<file path="src/common/sfcd_pkg.sv">
// sfcd_pkg: opcodes, decode fields, states and timing of the serial flash host
// assumes a 100 MHz system clock and a flash left in 3-byte address mode
// Functional notes
// 03h read, three address bytes, streaming
// 0Bh/0Ch fast read, 3/4 address, 8 dummy
// 13h read always four address bytes
// 3Bh/3Ch dual output read, 8 dummy
// BBh/BCh dual IO read, 4 or 8 dummy
// 6Bh/6Ch quad output read, 8 dummy
// EBh/ECh quad IO read, 6 or 10 dummy
// 20h/21h 4K sector erase, no data
// 52h/5Ch 32K block erase, no data
// D8h/DCh 64K block erase, no data
// 02h/12h page program, data follows address
// 32h/34h program with quad data in
// C2h/3Eh quad input page program
// 06h alone sets write enable latch
// 04h alone clears write enable latch
// 50h alone permits volatile status write
// 36h lock, 39h unlock, 3Dh query block
// 7Eh alone locks every block
// 98h alone unlocks every block
// 44h/42h/48h secure area, 48h eight dummy
// 05h returns status register one byte
// 35h returns status register two byte
// unknown opcode idles device until reselect
// sample on rising edge, shift on falling
// chip select rises only at byte boundary
// device supplies upper bits in 3-byte mode
// early deselect abandons command without change
package sfcd_pkg;
  localparam int unsigned CLK_MHZ      = 100;
  localparam int unsigned SCLK_HALF_NS = 40;
  localparam int unsigned CS_HIGH_NS   = 50;
  localparam int unsigned HALF_CYC     = (SCLK_HALF_NS * CLK_MHZ) / 1000;
  localparam int unsigned CSH_CYC      = (CS_HIGH_NS * CLK_MHZ + 999) / 1000;
  localparam logic [3:0]  TICK_RISE    = 4'(HALF_CYC - 1);
  localparam logic [3:0]  TICK_LAST    = 4'(2 * HALF_CYC - 1);
  localparam logic [3:0]  TICK_CSH     = 4'(CSH_CYC - 1);
  localparam int unsigned FIFO_WIDTH   = 8;
  localparam int unsigned FIFO_DEPTH   = 16;

  typedef logic [7:0] sfcd_op_t;
  localparam sfcd_op_t OP_ARRAY_READ = 8'h03;
  localparam sfcd_op_t OP_ARRAY_READ_WIDE = 8'h13;
  localparam sfcd_op_t OP_FAST_READ = 8'h0b;
  localparam sfcd_op_t OP_FAST_READ_WIDE = 8'h0c;
  localparam sfcd_op_t OP_DUAL_OUT_READ = 8'h3b;
  localparam sfcd_op_t OP_DUAL_OUT_READ_WIDE = 8'h3c;
  localparam sfcd_op_t OP_DUAL_IO_READ = 8'hbb;
  localparam sfcd_op_t OP_DUAL_IO_READ_WIDE = 8'hbc;
  localparam sfcd_op_t OP_QUAD_OUT_READ = 8'h6b;
  localparam sfcd_op_t OP_QUAD_OUT_READ_WIDE = 8'h6c;
  localparam sfcd_op_t OP_QUAD_IO_READ = 8'heb;
  localparam sfcd_op_t OP_QUAD_IO_READ_WIDE = 8'hec;
  localparam sfcd_op_t OP_SECTOR_ERASE = 8'h20;
  localparam sfcd_op_t OP_SECTOR_ERASE_WIDE = 8'h21;
  localparam sfcd_op_t OP_HALF_BLOCK_ERASE = 8'h52;
  localparam sfcd_op_t OP_HALF_BLOCK_ERASE_WIDE = 8'h5c;
  localparam sfcd_op_t OP_BLOCK_ERASE = 8'hd8;
  localparam sfcd_op_t OP_BLOCK_ERASE_WIDE = 8'hdc;
  localparam sfcd_op_t OP_PAGE_PROGRAM = 8'h02;
  localparam sfcd_op_t OP_PAGE_PROGRAM_WIDE = 8'h12;
  localparam sfcd_op_t OP_QUAD_DATA_PROGRAM = 8'h32;
  localparam sfcd_op_t OP_QUAD_DATA_PROGRAM_WIDE = 8'h34;
  localparam sfcd_op_t OP_QUAD_INPUT_PROGRAM = 8'hc2;
  localparam sfcd_op_t OP_QUAD_INPUT_PROGRAM_WIDE = 8'h3e;
  localparam sfcd_op_t OP_WRITE_LATCH_SET = 8'h06;
  localparam sfcd_op_t OP_WRITE_LATCH_CLEAR = 8'h04;
  localparam sfcd_op_t OP_VOLATILE_STATUS_PERMIT = 8'h50;
  localparam sfcd_op_t OP_BLOCK_LOCK = 8'h36;
  localparam sfcd_op_t OP_BLOCK_UNLOCK = 8'h39;
  localparam sfcd_op_t OP_BLOCK_LOCK_QUERY = 8'h3d;
  localparam sfcd_op_t OP_GLOBAL_LOCK = 8'h7e;
  localparam sfcd_op_t OP_GLOBAL_UNLOCK = 8'h98;
  localparam sfcd_op_t OP_SECURE_ERASE = 8'h44;
  localparam sfcd_op_t OP_SECURE_PROGRAM = 8'h42;
  localparam sfcd_op_t OP_SECURE_READ = 8'h48;
  localparam sfcd_op_t OP_STATUS_ONE_READ = 8'h05;
  localparam sfcd_op_t OP_STATUS_TWO_READ = 8'h35;

  localparam logic [2:0] A0 = 3'h0;
  localparam logic [2:0] A3 = 3'h3;
  localparam logic [2:0] A4 = 3'h4;
  localparam logic [3:0] D0 = 4'h0;
  localparam logic [3:0] D4 = 4'h4;
  localparam logic [3:0] D6 = 4'h6;
  localparam logic [3:0] D8 = 4'h8;
  localparam logic [3:0] D10 = 4'ha;
  localparam logic [2:0] L1 = 3'h1;
  localparam logic [2:0] L2 = 3'h2;
  localparam logic [2:0] L4 = 3'h4;

  typedef enum logic [1:0] {DIR_NONE, DIR_READ, DIR_WRITE} sfcd_dir_e;
  typedef enum {ST_IDLE, ST_SHIFT, ST_END} sfcd_state_e;
  typedef enum {PH_CMD, PH_ADDR, PH_DUMMY, PH_DATA} sfcd_phase_e;

  typedef struct packed {
    logic       known;
    logic [2:0] abytes;
    logic [3:0] dummy;
    logic [3:0] dummy_alt;
    logic [2:0] alanes;
    logic [2:0] dlanes;
    sfcd_dir_e  dir;
  } sfcd_dec_s;
endpackage

</file>
<file path="src/verilog/sfcd_host.sv">
// sfcd_host: host controller that issues serial flash commands over four io lines,
// plus the write data fifo that feeds its program phase
// assumes the flash sits on cs_n_o/sclk_o/io and that io_i is asynchronous
`timescale 1ns/1ps

module sfcd_fifo #(
  parameter int unsigned WIDTH = sfcd_pkg::FIFO_WIDTH,
  parameter int unsigned DEPTH = sfcd_pkg::FIFO_DEPTH
) (
  input  wire logic             clk_i,
  input  wire logic             rst_n_i,
  input  wire logic             in_valid_i,
  output logic                  in_ready_o,
  input  wire logic [WIDTH-1:0] in_data_i,
  output logic                  out_valid_o,
  input  wire logic             out_ready_i,
  output logic      [WIDTH-1:0] out_data_o
);
  localparam int unsigned AW = $clog2(DEPTH);

  logic [WIDTH-1:0] mem_q [DEPTH];
  logic [AW-1:0]    wp_q;
  logic [AW-1:0]    rp_q;
  logic [AW:0]      cnt_q;
  logic [AW:0]      cnt_d;
  logic             push;
  logic             pop;

  assign push        = in_valid_i && in_ready_o;
  assign pop         = out_valid_o && out_ready_i;
  assign out_valid_o = (cnt_q != '0);
  assign out_data_o  = mem_q[rp_q];
  assign cnt_d       = cnt_q + (AW+1)'(push) - (AW+1)'(pop);

  always_ff @(posedge clk_i)
  begin
    if (push)
    begin
      mem_q[wp_q] <= in_data_i;
    end
  end

  // ready is registered from the next count so it never depends on the writer
  always_ff @(posedge clk_i or negedge rst_n_i)
  begin
    if (!rst_n_i)
    begin
      wp_q       <= '0;
      rp_q       <= '0;
      cnt_q      <= '0;
      in_ready_o <= 1'b1;
    end
    else
    begin
      if (push)
      begin
        wp_q <= wp_q + 1'b1;
      end
      if (pop)
      begin
        rp_q <= rp_q + 1'b1;
      end
      cnt_q      <= cnt_d;
      in_ready_o <= (cnt_d < (AW+1)'(DEPTH));
    end
  end
endmodule

module sfcd_host (
  input  wire logic        clk_i,
  input  wire logic        rst_n_i,
  input  wire logic        cmd_valid_i,
  output logic             cmd_ready_o,
  input  wire logic [7:0]  cmd_op_i,
  input  wire logic [31:0] cmd_addr_i,
  input  wire logic [15:0] cmd_len_i,
  input  wire logic        cmd_alt_dummy_i,
  output logic             cmd_err_o,
  output logic             done_o,
  input  wire logic        wr_valid_i,
  output logic             wr_ready_o,
  input  wire logic [7:0]  wr_data_i,
  output logic             rd_valid_o,
  output logic [7:0]       rd_data_o,
  output logic             cs_n_o,
  output logic             sclk_o,
  output logic [3:0]       io_o,
  output logic [3:0]       io_oe_o,
  input  wire logic [3:0]  io_i
);
  sfcd_pkg::sfcd_state_e st_q;
  sfcd_pkg::sfcd_phase_e ph_q;
  sfcd_pkg::sfcd_phase_e nxt_ph;
  sfcd_pkg::sfcd_dec_s   dec_q;
  sfcd_pkg::sfcd_dec_s   cmd_dec;
  logic                  nxt_done;
  logic [7:0]            sh_q;
  logic [31:0]           addr_q;
  logic [2:0]            abytes_q;
  logic [3:0]            dmy_q;
  logic [15:0]           dcnt_q;
  logic [3:0]            bits_q;
  logic [3:0]            tick_q;
  logic [2:0]            lanes_q;
  logic                  drive_q;
  logic                  is_write;
  logic                  stall;
  logic                  adv;
  logic                  pop;
  logic                  fifo_valid;
  logic [7:0]            fifo_data;
  logic [3:0]            s1_q;
  logic [3:0]            s2_q;
  logic [3:0]            s3_q;
  logic [3:0]            io_in_q;

  function automatic sfcd_pkg::sfcd_dec_s mk_f(
    input logic [2:0]          ab,
    input logic [3:0]          dm,
    input logic [3:0]          da,
    input logic [2:0]          al,
    input logic [2:0]          dl,
    input sfcd_pkg::sfcd_dir_e dr
  );
    sfcd_pkg::sfcd_dec_s d;
    d.known     = 1'b1;
    d.abytes    = ab;
    d.dummy     = dm;
    d.dummy_alt = da;
    d.alanes    = al;
    d.dlanes    = dl;
    d.dir       = dr;
    return d;
  endfunction

  // opcodes outside this set are refused here, never sent to the flash
  function automatic sfcd_pkg::sfcd_dec_s dec_f(input logic [7:0] op);
    sfcd_pkg::sfcd_dec_s d;
    d = '0;
    case (op)
      sfcd_pkg::OP_ARRAY_READ:
        d = mk_f(sfcd_pkg::A3, sfcd_pkg::D0, sfcd_pkg::D0, sfcd_pkg::L1, sfcd_pkg::L1,
                 sfcd_pkg::DIR_READ);
      sfcd_pkg::OP_FAST_READ:
        d = mk_f(sfcd_pkg::A3, sfcd_pkg::D8, sfcd_pkg::D8, sfcd_pkg::L1, sfcd_pkg::L1,
                 sfcd_pkg::DIR_READ);
      sfcd_pkg::OP_FAST_READ_WIDE:
        d = mk_f(sfcd_pkg::A4, sfcd_pkg::D8, sfcd_pkg::D8, sfcd_pkg::L1, sfcd_pkg::L1,
                 sfcd_pkg::DIR_READ);
      sfcd_pkg::OP_ARRAY_READ_WIDE:
        d = mk_f(sfcd_pkg::A4, sfcd_pkg::D0, sfcd_pkg::D0, sfcd_pkg::L1, sfcd_pkg::L1,
                 sfcd_pkg::DIR_READ);
      sfcd_pkg::OP_DUAL_OUT_READ, sfcd_pkg::OP_DUAL_OUT_READ_WIDE:
        d = mk_f(sfcd_pkg::A3, sfcd_pkg::D8, sfcd_pkg::D8, sfcd_pkg::L1, sfcd_pkg::L2,
                 sfcd_pkg::DIR_READ);
      sfcd_pkg::OP_DUAL_IO_READ, sfcd_pkg::OP_DUAL_IO_READ_WIDE:
        d = mk_f(sfcd_pkg::A3, sfcd_pkg::D4, sfcd_pkg::D8, sfcd_pkg::L2, sfcd_pkg::L2,
                 sfcd_pkg::DIR_READ);
      sfcd_pkg::OP_QUAD_OUT_READ, sfcd_pkg::OP_QUAD_OUT_READ_WIDE:
        d = mk_f(sfcd_pkg::A3, sfcd_pkg::D8, sfcd_pkg::D8, sfcd_pkg::L1, sfcd_pkg::L4,
                 sfcd_pkg::DIR_READ);
      sfcd_pkg::OP_QUAD_IO_READ, sfcd_pkg::OP_QUAD_IO_READ_WIDE:
        d = mk_f(sfcd_pkg::A3, sfcd_pkg::D6, sfcd_pkg::D10, sfcd_pkg::L4, sfcd_pkg::L4,
                 sfcd_pkg::DIR_READ);
      sfcd_pkg::OP_SECTOR_ERASE, sfcd_pkg::OP_SECTOR_ERASE_WIDE,
      sfcd_pkg::OP_HALF_BLOCK_ERASE, sfcd_pkg::OP_HALF_BLOCK_ERASE_WIDE,
      sfcd_pkg::OP_BLOCK_ERASE, sfcd_pkg::OP_BLOCK_ERASE_WIDE,
      sfcd_pkg::OP_BLOCK_LOCK, sfcd_pkg::OP_BLOCK_UNLOCK, sfcd_pkg::OP_SECURE_ERASE:
        d = mk_f(sfcd_pkg::A3, sfcd_pkg::D0, sfcd_pkg::D0, sfcd_pkg::L1, sfcd_pkg::L1,
                 sfcd_pkg::DIR_NONE);
      sfcd_pkg::OP_PAGE_PROGRAM, sfcd_pkg::OP_PAGE_PROGRAM_WIDE, sfcd_pkg::OP_SECURE_PROGRAM:
        d = mk_f(sfcd_pkg::A3, sfcd_pkg::D0, sfcd_pkg::D0, sfcd_pkg::L1, sfcd_pkg::L1,
                 sfcd_pkg::DIR_WRITE);
      sfcd_pkg::OP_QUAD_DATA_PROGRAM, sfcd_pkg::OP_QUAD_DATA_PROGRAM_WIDE:
        d = mk_f(sfcd_pkg::A3, sfcd_pkg::D0, sfcd_pkg::D0, sfcd_pkg::L1, sfcd_pkg::L4,
                 sfcd_pkg::DIR_WRITE);
      sfcd_pkg::OP_QUAD_INPUT_PROGRAM, sfcd_pkg::OP_QUAD_INPUT_PROGRAM_WIDE:
        d = mk_f(sfcd_pkg::A3, sfcd_pkg::D0, sfcd_pkg::D0, sfcd_pkg::L4, sfcd_pkg::L4,
                 sfcd_pkg::DIR_WRITE);
      sfcd_pkg::OP_WRITE_LATCH_SET, sfcd_pkg::OP_WRITE_LATCH_CLEAR,
      sfcd_pkg::OP_VOLATILE_STATUS_PERMIT, sfcd_pkg::OP_GLOBAL_LOCK,
      sfcd_pkg::OP_GLOBAL_UNLOCK:
        d = mk_f(sfcd_pkg::A0, sfcd_pkg::D0, sfcd_pkg::D0, sfcd_pkg::L1, sfcd_pkg::L1,
                 sfcd_pkg::DIR_NONE);
      sfcd_pkg::OP_BLOCK_LOCK_QUERY:
        d = mk_f(sfcd_pkg::A3, sfcd_pkg::D0, sfcd_pkg::D0, sfcd_pkg::L1, sfcd_pkg::L1,
                 sfcd_pkg::DIR_READ);
      sfcd_pkg::OP_SECURE_READ:
        d = mk_f(sfcd_pkg::A3, sfcd_pkg::D8, sfcd_pkg::D8, sfcd_pkg::L1, sfcd_pkg::L1,
                 sfcd_pkg::DIR_READ);
      sfcd_pkg::OP_STATUS_ONE_READ, sfcd_pkg::OP_STATUS_TWO_READ:
        d = mk_f(sfcd_pkg::A0, sfcd_pkg::D0, sfcd_pkg::D0, sfcd_pkg::L1, sfcd_pkg::L1,
                 sfcd_pkg::DIR_READ);
      default:
        d = '0;
    endcase
    // wide-address opcodes carry four bytes whatever the address mode
    case (op)
      sfcd_pkg::OP_ARRAY_READ_WIDE, sfcd_pkg::OP_FAST_READ_WIDE,
      sfcd_pkg::OP_DUAL_OUT_READ_WIDE, sfcd_pkg::OP_DUAL_IO_READ_WIDE,
      sfcd_pkg::OP_QUAD_OUT_READ_WIDE, sfcd_pkg::OP_QUAD_IO_READ_WIDE,
      sfcd_pkg::OP_SECTOR_ERASE_WIDE, sfcd_pkg::OP_HALF_BLOCK_ERASE_WIDE,
      sfcd_pkg::OP_BLOCK_ERASE_WIDE, sfcd_pkg::OP_PAGE_PROGRAM_WIDE,
      sfcd_pkg::OP_QUAD_DATA_PROGRAM_WIDE, sfcd_pkg::OP_QUAD_INPUT_PROGRAM_WIDE:
        d.abytes = sfcd_pkg::A4;
      default:
        d.abytes = d.abytes;
    endcase
    return d;
  endfunction

  // clock slots needed to move one byte over the given number of lines
  function automatic logic [3:0] slots_f(input logic [2:0] lanes);
    case (lanes)
      sfcd_pkg::L2: slots_f = 4'h4;
      sfcd_pkg::L4: slots_f = 4'h2;
      default:      slots_f = 4'h8;
    endcase
  endfunction

  assign cmd_dec = dec_f(cmd_op_i);

  // three-stage input synchroniser; a bit moves only when stages two and three agree
  for (genvar b = 0; b < 4; b++)
  begin : g_sync
    always_ff @(posedge clk_i or negedge rst_n_i)
    begin
      if (!rst_n_i)
      begin
        s1_q[b]    <= 1'b0;
        s2_q[b]    <= 1'b0;
        s3_q[b]    <= 1'b0;
        io_in_q[b] <= 1'b0;
      end
      else
      begin
        s1_q[b] <= io_i[b];
        s2_q[b] <= s1_q[b];
        s3_q[b] <= s2_q[b];
        if (s2_q[b] == s3_q[b])
        begin
          io_in_q[b] <= s3_q[b];
        end
      end
    end
  end

  always_comb
  begin
    nxt_ph   = sfcd_pkg::PH_DATA;
    nxt_done = 1'b0;
    if ((ph_q == sfcd_pkg::PH_CMD || ph_q == sfcd_pkg::PH_ADDR) && abytes_q != sfcd_pkg::A0)
    begin
      nxt_ph = sfcd_pkg::PH_ADDR;
    end
    else if ((ph_q == sfcd_pkg::PH_CMD || ph_q == sfcd_pkg::PH_ADDR) && dmy_q != sfcd_pkg::D0)
    begin
      nxt_ph = sfcd_pkg::PH_DUMMY;
    end
    else if (dec_q.dir == sfcd_pkg::DIR_NONE || dcnt_q == '0)
    begin
      nxt_done = 1'b1;
    end
  end

  assign is_write = (dec_q.dir == sfcd_pkg::DIR_WRITE);
  // program data not yet in the fifo parks the clock low between bytes
  assign stall    = !nxt_done && nxt_ph == sfcd_pkg::PH_DATA && is_write && !fifo_valid;
  assign adv      = (st_q == sfcd_pkg::ST_SHIFT) && (bits_q == '0) && !stall;
  assign pop      = adv && !nxt_done && nxt_ph == sfcd_pkg::PH_DATA && is_write;

  sfcd_fifo #(
    .WIDTH (sfcd_pkg::FIFO_WIDTH),
    .DEPTH (sfcd_pkg::FIFO_DEPTH)
  ) u_wr_fifo (
    .clk_i       (clk_i),
    .rst_n_i     (rst_n_i),
    .in_valid_i  (wr_valid_i),
    .in_ready_o  (wr_ready_o),
    .in_data_i   (wr_data_i),
    .out_valid_o (fifo_valid),
    .out_ready_i (pop),
    .out_data_o  (fifo_data)
  );

  always_ff @(posedge clk_i or negedge rst_n_i)
  begin
    if (!rst_n_i)
    begin
      st_q        <= sfcd_pkg::ST_IDLE;
      ph_q        <= sfcd_pkg::PH_CMD;
      dec_q       <= '0;
      sh_q        <= '0;
      addr_q      <= '0;
      abytes_q    <= '0;
      dmy_q       <= '0;
      dcnt_q      <= '0;
      bits_q      <= '0;
      tick_q      <= '0;
      lanes_q     <= sfcd_pkg::L1;
      drive_q     <= 1'b0;
      cs_n_o      <= 1'b1;
      sclk_o      <= 1'b0;
      cmd_ready_o <= 1'b1;
      cmd_err_o   <= 1'b0;
      done_o      <= 1'b0;
    end
    else
    begin
      cmd_err_o <= 1'b0;
      done_o    <= 1'b0;
      case (st_q)
        sfcd_pkg::ST_IDLE:
        begin
          if (cmd_valid_i && cmd_ready_o)
          begin
            if (!cmd_dec.known)
            begin
              cmd_err_o <= 1'b1;
            end
            else
            begin
              cmd_ready_o <= 1'b0;
              st_q        <= sfcd_pkg::ST_SHIFT;
              cs_n_o      <= 1'b0;
              ph_q        <= sfcd_pkg::PH_CMD;
              dec_q       <= cmd_dec;
              dmy_q       <= cmd_alt_dummy_i ? cmd_dec.dummy_alt : cmd_dec.dummy;
              abytes_q    <= cmd_dec.abytes;
              // narrow mode sends the low 24 bits; the flash adds the upper ones
              addr_q      <= (cmd_dec.abytes == sfcd_pkg::A4) ? cmd_addr_i
                             : {cmd_addr_i[23:0], 8'h00};
              dcnt_q      <= cmd_len_i;
              sh_q        <= cmd_op_i;
              lanes_q     <= sfcd_pkg::L1;
              bits_q      <= slots_f(sfcd_pkg::L1);
              drive_q     <= 1'b1;
              tick_q      <= '0;
            end
          end
        end
        sfcd_pkg::ST_SHIFT:
        begin
          if (bits_q != '0)
          begin
            tick_q <= (tick_q == sfcd_pkg::TICK_LAST) ? '0 : tick_q + 4'h1;
            if (tick_q == sfcd_pkg::TICK_RISE)
            begin
              sclk_o <= 1'b1;
            end
            if (tick_q == sfcd_pkg::TICK_LAST)
            begin
              // sample at the end of the high phase, then drop the clock
              sclk_o <= 1'b0;
              bits_q <= bits_q - 4'h1;
              case (lanes_q)
                sfcd_pkg::L2: sh_q <= {sh_q[5:0], io_in_q[1:0]};
                sfcd_pkg::L4: sh_q <= {sh_q[3:0], io_in_q};
                default:      sh_q <= {sh_q[6:0], io_in_q[1]};
              endcase
            end
          end
          else if (adv)
          begin
            ph_q <= nxt_ph;
            if (nxt_done)
            begin
              // only whole bytes are ever framed
              st_q   <= sfcd_pkg::ST_END;
              cs_n_o <= 1'b1;
              done_o <= 1'b1;
              tick_q <= '0;
            end
            else
            begin
              case (nxt_ph)
                sfcd_pkg::PH_ADDR:
                begin
                  sh_q     <= addr_q[31:24];
                  addr_q   <= {addr_q[23:0], 8'h00};
                  abytes_q <= abytes_q - 3'h1;
                  lanes_q  <= dec_q.alanes;
                  bits_q   <= slots_f(dec_q.alanes);
                  drive_q  <= 1'b1;
                end
                sfcd_pkg::PH_DUMMY:
                begin
                  sh_q    <= '0;
                  lanes_q <= dec_q.dlanes;
                  bits_q  <= dmy_q;
                  drive_q <= 1'b0;
                end
                default:
                begin
                  sh_q    <= is_write ? fifo_data : 8'h00;
                  dcnt_q  <= dcnt_q - 16'h0001;
                  lanes_q <= dec_q.dlanes;
                  bits_q  <= slots_f(dec_q.dlanes);
                  drive_q <= is_write;
                end
              endcase
            end
          end
        end
        sfcd_pkg::ST_END:
        begin
          // hold chip select high for the minimum deselect time
          if (tick_q == sfcd_pkg::TICK_CSH)
          begin
            st_q        <= sfcd_pkg::ST_IDLE;
            cmd_ready_o <= 1'b1;
            tick_q      <= '0;
          end
          else
          begin
            tick_q <= tick_q + 4'h1;
          end
        end
        default:
        begin
          st_q <= sfcd_pkg::ST_IDLE;
        end
      endcase
    end
  end

  // io2/io3 double as write-protect and hold; kept high except in four-line phases, where they drive quad bits or are released
  always_ff @(posedge clk_i or negedge rst_n_i)
  begin
    if (!rst_n_i)
    begin
      io_o    <= 4'hc;
      io_oe_o <= 4'hc;
    end
    else if (st_q != sfcd_pkg::ST_SHIFT)
    begin
      io_o    <= 4'hc;
      io_oe_o <= 4'hc;
    end
    else
    begin
      case (lanes_q)
        sfcd_pkg::L2:
        begin
          io_o    <= drive_q ? {2'b11, sh_q[7:6]} : 4'hc;
          io_oe_o <= drive_q ? 4'hf : 4'hc;
        end
        sfcd_pkg::L4:
        begin
          io_o    <= drive_q ? sh_q[7:4] : 4'h0;
          io_oe_o <= drive_q ? 4'hf : 4'h0;
        end
        default:
        begin
          io_o    <= {3'b110, drive_q & sh_q[7]};
          io_oe_o <= 4'hd;
        end
      endcase
    end
  end

  always_ff @(posedge clk_i or negedge rst_n_i)
  begin
    if (!rst_n_i)
    begin
      rd_valid_o <= 1'b0;
      rd_data_o  <= '0;
    end
    else
    begin
      rd_valid_o <= adv && ph_q == sfcd_pkg::PH_DATA && dec_q.dir == sfcd_pkg::DIR_READ;
      if (adv && ph_q == sfcd_pkg::PH_DATA && dec_q.dir == sfcd_pkg::DIR_READ)
      begin
        rd_data_o <= sh_q;
      end
    end
  end
endmodule
</file>
<file path="config.mk">
export PLATFORM = sky130hd
export DESIGN_NAME = sfcd_host
export DESIGN_NICKNAME = d
export VERILOG_FILES = /design/src/common/sfcd_pkg.sv /design/src/verilog/sfcd_host.sv
export SDC_FILE = /design/constraint.sdc
export NUM_CORES = 1
export LEC_CHECK = 0
export BUFFER_PORTS_ARGS = -buffer_cell sky130_fd_sc_hd__clkbuf_2
export CAP_MARGIN = 20
export CORE_MARGIN = 10
export CORE_UTILIZATION = 65
export DETAILED_ROUTE_END_ITERATION = 8
export GPL_ROUTABILITY_DRIVEN = 0
export PLACE_DENSITY = 0.81
export SYNTH_ARGS = -nofsm -noshare
export SYNTH_HDL_FRONTEND = slang
export SYNTH_SLANG_ARGS = --single-unit
</file>
<file path="constraint.sdc">
create_clock -name clk_i -period 11.47 [get_ports clk_i]
set_clock_uncertainty 0.05 [all_clocks]
set_input_delay 0.5735 -clock clk_i [delete_from_list [all_inputs] [get_ports clk_i]]
set_output_delay 0.5735 -clock clk_i [all_outputs]
set_load 0.005 [all_outputs]
</file>
==> results of run 1 <==
-- power breakdown --
part / switching [W] / internal, W
sequential: 0.0000279 / 0.00105
clock: 0.000360 / 0.000511
combinational: 0.000120 / 0.0000766
total: 0.000507 / 0.00164
-- Yosys cell counts (7+ instances only) --
cell | number | area [um2]
o22ai_1 | 9 | 56.3
nor3_1 | 17 | 85.1
ha_1 | 23 | 288
o221ai_1 | 8 | 70.1
edfxtp_1 | 128 | 3840
a21oi_1 | 35 | 175
nor2b_1 | 11 | 68.8
mux4_2 | 25 | 563
mux2i_1 | 48 | 480
clkbuf_1 | 35 | 131
nand2b_1 | 13 | 81.3
nand2_1 | 103 | 387
mux2_2 | 15 | 169
nand4_1 | 7 | 43.8
o21ai_0 | 71 | 355
dfstp_2 | 7 | 184
nor2_1 | 53 | 199
mux2_1 | 11 | 124
and3_1 | 9 | 56.3
mux2_4 | 18 | 270
buf_2 | 19 | 95.1
a31oi_1 | 17 | 106
xor2_1 | 7 | 61.3
inv_1 | 41 | 154
xnor2_1 | 8 | 70.1
nand3_1 | 46 | 230
o32ai_1 | 12 | 105
o211ai_1 | 10 | 75.1
dfrtp_1 | 130 | 3250
o21ai_1 | 26 | 130
and2_1 | 20 | 125
-- metal layers --
layer	up-vias	GRT usage, %	part of all wire [%]
li1	4204	-	-
met1	4353	26.7	40
met2	336	37.0	50
met3	84	3.81	5.6
met4	0	9.39	4.2
met5	-	0	0
-- area by class of cell --
type,count,area (um2)
Clock buffer,36,719
Inverter,42,158
Clock inverter,14,161
Timing Repair Buffer,104,579
Fill cell,1276,5080
Sequential cell,265,7280
Tap cell,265,332
Multi-Input combinational cell,721,5280
-- logic make-up (layout without fill, tap and decap cells) --
group / after synthesis / count (layout) / share of synthesized area [%]
flops: 265 / 265 / 56.0
fa+ha+maj: 28 / 28 / 2.67
compound gates: 233 / 233 / 11.2
simple gates: 328 / 328 / 13.1
xor+xnor: 15 / 15 / 1.01
buf+inv: 107 / 196 / 3.68
mux: 117 / 117 / 12.4
-- cells in the final DEF (no fill, tap or decap), types with 27 or more instances in the layout --
cell type and count:
o21ai_0 71, nand2_1 103, nor2_1 53, nand3_1 46
a21oi_1 35, clkbuf_16 27, clkbuf_2 94, mux2i_1 48
inv_1 41, edfxtp_1 128, dfrtp_1 129
-- per-stage QoR --
stage	instance area, um2	hold WS [ns]	total power (W)	utilization (%)	cells
3_3_place_gp	13600	0.286	0.00128	69.3	1393
4_1_cts	14500	0.0631	0.00216	73.8	1444
6_report	14500	0.0801	0.00215	74.1	1447
5_1_grt	14500	0.0686	0.00223	74.1	1447
2_1_floorplan	13000	0.228	0.00122	-	1093
3_5_place_dp	13600	0.286	0.00129	69.3	1393
-- state kept, by name, summed over array words and instances (netlist names), 5 cells and up --
name / cells
dec_q: 8
u_wr_fifo.mem_q: 128
addr_q: 32
sh_q: 8
dcnt_q: 16
u_wr_fifo.cnt_q: 5
rd_data_o: 8
-- worst register-to-register path: stages, from the launching register on --
cell and delay, ns:
dfrtp_1 0.37, inv_1 0.09, ha_1 0.16, ha_1 0.26, or4b_1 0.52, and2_1 0.25, or2_1 0.30, nor4b_2 0.61
ha_1 0.34, inv_1 0.06, ha_1 0.16, inv_1 0.06, fa_1 0.40, inv_1 0.08, a21oi_1 0.07, nor2_1 0.09
nor2_1 0.06, xor2_1 0.16, inv_1 0.06
-- how the worst min path moves through the flow --
stage                                    endpoint  slack, ns  cells after the start         startpoint
final                           s1_q[3]$_DFF_PN0_       0.08                      1            io_i[3]
after global routing            s1_q[1]$_DFF_PN0_       0.07                      1            io_i[1]
after CTS                       s1_q[3]$_DFF_PN0_       0.06                      1            io_i[3]
after detailed placement        s2_q[0]$_DFF_PN0_       0.29                      0  s1_q[0]$_DFF_PN0_
after global placement          s2_q[3]$_DFF_PN0_       0.29                      0  s1_q[3]$_DFF_PN0_
after floorplan           abytes_q[0]$_DFFE_PN0P_       0.23                      0            rst_n_i
==> results.json, run 1 <==
{
  "fin_crit_ns": 4.23,
  "cts-root-buf": "clkbuf_16",
  "slew_headroom_pct": 28.1,
  "tns_ns": 0,
  "max_slew.worst_pin.slew_ns": 1.08,
  "ys_seq_elements": 265,
  "critPathCapture": "u_wr_fifo.cnt_q[4]$_DFF_PN0_",
  "preCtsSetupSlack_ns": 7.24,
  "p_leak_nw": 5.85,
  "cpMaxStageDelayCell": "nor4b_2",
  "insertedDiodeCount": 0,
  "drtPass1Iterations": 8,
  "cap_violations": 0,
  "htree_num_levels": 1,
  "cts_setup_buffers": 0,
  "ys_async_sr_fraction_pct": 51.7,
  "slew_viol_final": 0,
  "grt_setup_unrepaired": "false",
  "hold_violations": 0,
  "hold_buffers": 1,
  "die_x_um": 161,
  "fmax_mhz": 236,
  "synth_cell_types": 82,
  "path_depth": 18,
  "synth-main-ff-cell": "dfrtp_1",
  "dp_hpwl_um": 19400,
  "grt.overflow.total": 0,
  "grt_max_degree": 72,
  "cp_num_buf_inv": 5,
  "power_density_nw_per_um2": 148,
  "timing.final.ws_setup_ns": 7.24,
  "setup.worst_path.start": "abytes_q[0]$_DFFE_PN0P_",
  "ff2ff_path_depth": 18,
  "r2r_slack_ns": 7.24,
  "synth_edf_count": 128,
  "drc": 0,
  "fin_crit_sh_pct": 36.9,
  "routed_wl_um": 28600,
  "synth_cells": 1093,
  "cts_buffers": 27,
  "core_area_um2": 19600,
  "syn_area_um2": 13000,
  "syn_area_per_cell_um2": 11.9,
  "dieArea_um2": 26100,
  "initial_core_util_pct": 66.4,
  "hold_path_class": "input pin to flip-flop",
  "end_kind": "flip-flop",
  "synthToLayoutAreaGrowth_pct": 11.6,
  "cp-start-kind": "flip-flop",
  "critPathRequiredTime_ns": 11.85,
  "drt_iter0_markers": 907,
  "ant_nets": 0,
  "insertion_delay_ns": 0.55,
  "ys_warn_count": 0,
  "path_class": "flip-flop to flip-flop",
  "grt_pass1_wl_um": 46800,
  "grt_antenna_before_repair": 0,
  "ir_drop_uv": 147,
  "r2r_end": "u_wr_fifo.cnt_q[4]$_DFF_PN0_",
  "ioPinCount": 96,
  "die_y_um": 161,
  "vias": 8977,
  "clkTransAtPathRegs_ns": 0.06,
  "wl_per_cell_um": 19.7,
  "reg2reg_from": "abytes_q[0]$_DFFE_PN0P_",
  "cpMostUsedCell": "inv_1",
  "drive_above_1_share_pct": 19.4,
  "seq_area_frac_synth_pct": 56.0,
  "cp_cell_sequence": "inv_1 > ha_1 > ha_1 > or4b_1 > and2_1 > or2_1 > nor4b_2 > ha_1 > inv_1 > ha_1 > inv_1 > fa_1 > inv_1 > a21oi_1 > nor2_1 > nor2_1 > xor2_1 > inv_1",
  "rows": 51,
  "cpLargestDelayFamily": "simple AND/OR/NAND/NOR gates",
  "critPathMaxFanout": 7,
  "track_usage_pct": 21.7,
  "slowest_delay_ns": 0.61,
  "cts_tree": "yes",
  "arrival_ns": 4.62,
  "setup-violations-final": 0,
  "status": "finished, final reports clean",
  "clock_sinks": 265,
  "nets": 1258,
  "syn_nets": 1190,
  "cts-resized-gates": 0,
  "clock_path_buffers": 3,
  "vias_per_cell": 6.20,
  "grt_pass1_vias": 8915,
  "port_buffers": 95
}
Power figures use the tool's default switching activity.
==> inputs of run 2 (changes only) <==
CORE_UTILIZATION = 61   (was 65)
PLACE_DENSITY = 0.77   (was 0.81)
clock period = 4.1 ns   (was 11.47 ns; I/O delays follow)
==> results.json, run 2 (synthesized netlist as in run 1, its figures left out) <==
{
  "cap_violations": 0,
  "vias_per_cell": 6.01,
  "vias": 8981,
  "critPathRequiredTime_ns": 4.49,
  "p_leak_nw": 6.02,
  "hold_path_class": "input pin to asynchronous set/reset pin",
  "insertion_delay_ns": 0.55,
  "clkTransAtPathRegs_ns": 0.06,
  "cts-root-buf": "clkbuf_16",
  "setup-violations-final": 0,
  "cts_tree": "yes",
  "drc": 0,
  "setup.worst_path.start": "abytes_q[0]$_DFFE_PN0P_",
  "path_class": "flip-flop to flip-flop",
  "hold_violations": 0,
  "end_kind": "flip-flop",
  "die_y_um": 166,
  "insertedDiodeCount": 0,
  "clock_sinks": 265,
  "regArea_um2": 7280,
  "mostFrequentLayoutCell": "dfrtp_1",
  "tns_ns": 0,
  "rows": 53,
  "max_slew.worst_pin.slew_ns": 0.876,
  "stdcell_count": 1495,
  "cp-start-kind": "flip-flop",
  "grt.overflow.total": 0,
  "clock_path_buffers": 3,
  "ir_drop_uv": 450,
  "grt_setup_unrepaired": "false",
  "dp_hpwl_um": 19600,
  "drtPass1Iterations": 5,
  "arrival_ns": 4.22,
  "slew_viol_final": 0,
  "htree_num_levels": 1,
  "fmax_mhz": 261,
  "largest_reg_flops": 128,
  "routed_wl_um": 29000,
  "mostFrequentLayoutCells": "dfrtp_1, edfxtp_1, nand2_1",
  "core_area_um2": 21000,
  "grt_pass1_wl_um": 47400,
  "final_util_pct": 70.9,
  "cts_buffers": 28,
  "nets": 1295,
  "cts_setup_buffers": 0,
  "status": "finished, final reports clean",
  "grt_pass1_vias": 8996,
  "synthToLayoutAreaGrowth_pct": 14.6,
  "track_usage_pct": 20.4,
  "slew_headroom_pct": 41.4,
  "grt_max_degree": 114,
  "port_buffers": 95,
  "placed_cells": 1410,
  "fillers": 1457,
  "drt_iter0_markers": 708,
  "ioPinCount": 96,
  "power_density_nw_per_um2": 407,
  "fin_crit_ns": 3.83,
  "die_x_um": 166,
  "wl_per_cell_um": 19.4,
  "ant_nets": 0,
  "top_register": "u_wr_fifo.mem_q",
  "dieArea_um2": 27600,
  "critPathMaxFanout": 6,
  "grt_antenna_before_repair": 0,
  "initial_core_util_pct": 61.9,
  "largestRegisters": "u_wr_fifo.mem_q: 128 flops, addr_q: 32 flops, dcnt_q: 16 flops",
  "multiInputGateArea_um2": 5280,
  "fin_crit_sh_pct": 93.4,
  "reg2reg_from": "abytes_q[0]$_DFFE_PN0P_",
  "drive_above_1_share_pct": 19.2
}
## run 2: changes by cell type in the layout (fill, tap and decap cells not counted), sizes merged
cell         delta
dlygate4sd3    +31
buf             +5
clkinv          +3
clkbuf          -1
## run 2: final cells by class
cell class              instances  area share [%]
clock buffers                  35            4.88
multi-input cells             721            35.4
well taps                     275            2.31
clock inverters                17            1.18
repair buffers                140            6.34
flip-flops and latches        265            48.8
inverters                      42            1.06
## run 2: per-layer routing
layer / vias up / routed length, um / track usage [%]
li1: 4285 / - / -
met1: 4366 / 11600 / 25.1
met2: 255 / 14900 / 35.7
met3: 75 / 1520 / 3.31
met4: 0 / 946 / 7.24
met5: - / 0 / 0
## run 2: critical path, stage by stage (launching register included)
cell and delay (ns):
dfrtp_1 0.38, inv_1 0.08, ha_1 0.15, ha_1 0.17, or4b_1 0.49, and2_1 0.25
or2_1 0.29, nor4b_2 0.38, ha_1 0.29, inv_1 0.06, ha_1 0.16, inv_1 0.06
fa_1 0.42, inv_1 0.07, a21oi_1 0.06, nor2_1 0.09, nor2_1 0.05, xor2_1 0.16
inv_1 0.06
## run 2: per-stage QoR
step	area [um2]	worst slack (ns)	hold WS, ns	power (W)
CTS	14900	0.283	0.000341	0.00611
global route	14900	0.0493	0.0215	0.00631
floorplan	13000	0.368	-0.141	0.00340
finish	14900	0.271	0.00800	0.00607
detailed placement	13700	0.315	0.265	0.00362
global placement	13700	0.436	0.265	0.00359
## run 2: final timing paths
path                                             endpoint  slack (ns)  cells after the start
min in group clk_i                 dcnt_q[12]$_DFFE_PN0P_        0.02                      3
setup reg to reg             u_wr_fifo.cnt_q[4]$_DFF_PN0_        0.27                     18
setup / recovery             u_wr_fifo.cnt_q[4]$_DFF_PN0_        0.27                     18
hold / removal                      dcnt_q[3]$_DFFE_PN0P_       0.008                      2
max in group asynchronous  u_wr_fifo.in_ready_o$_DFF_PN1_        2.86                      4
hold reg to reg                         s2_q[3]$_DFF_PN0_        0.31                      0
## run 2: repair_timing
action / 4_1_cts / 5_1_grt
hold buffers: 32 / 0
endpoints found under the hold margin: 140 / 0
resized for setup: 0 / 0
## run 2: where the power goes
| group | total (W) | switching, W | internal (W) |
|---|---|---|---|
| logic | 0.000570 | 0.000334 | 0.000237 |
| registers | 0.00303 | 0.0000831 | 0.00295 |
| clock network | 0.00247 | 0.00102 | 0.00145 |
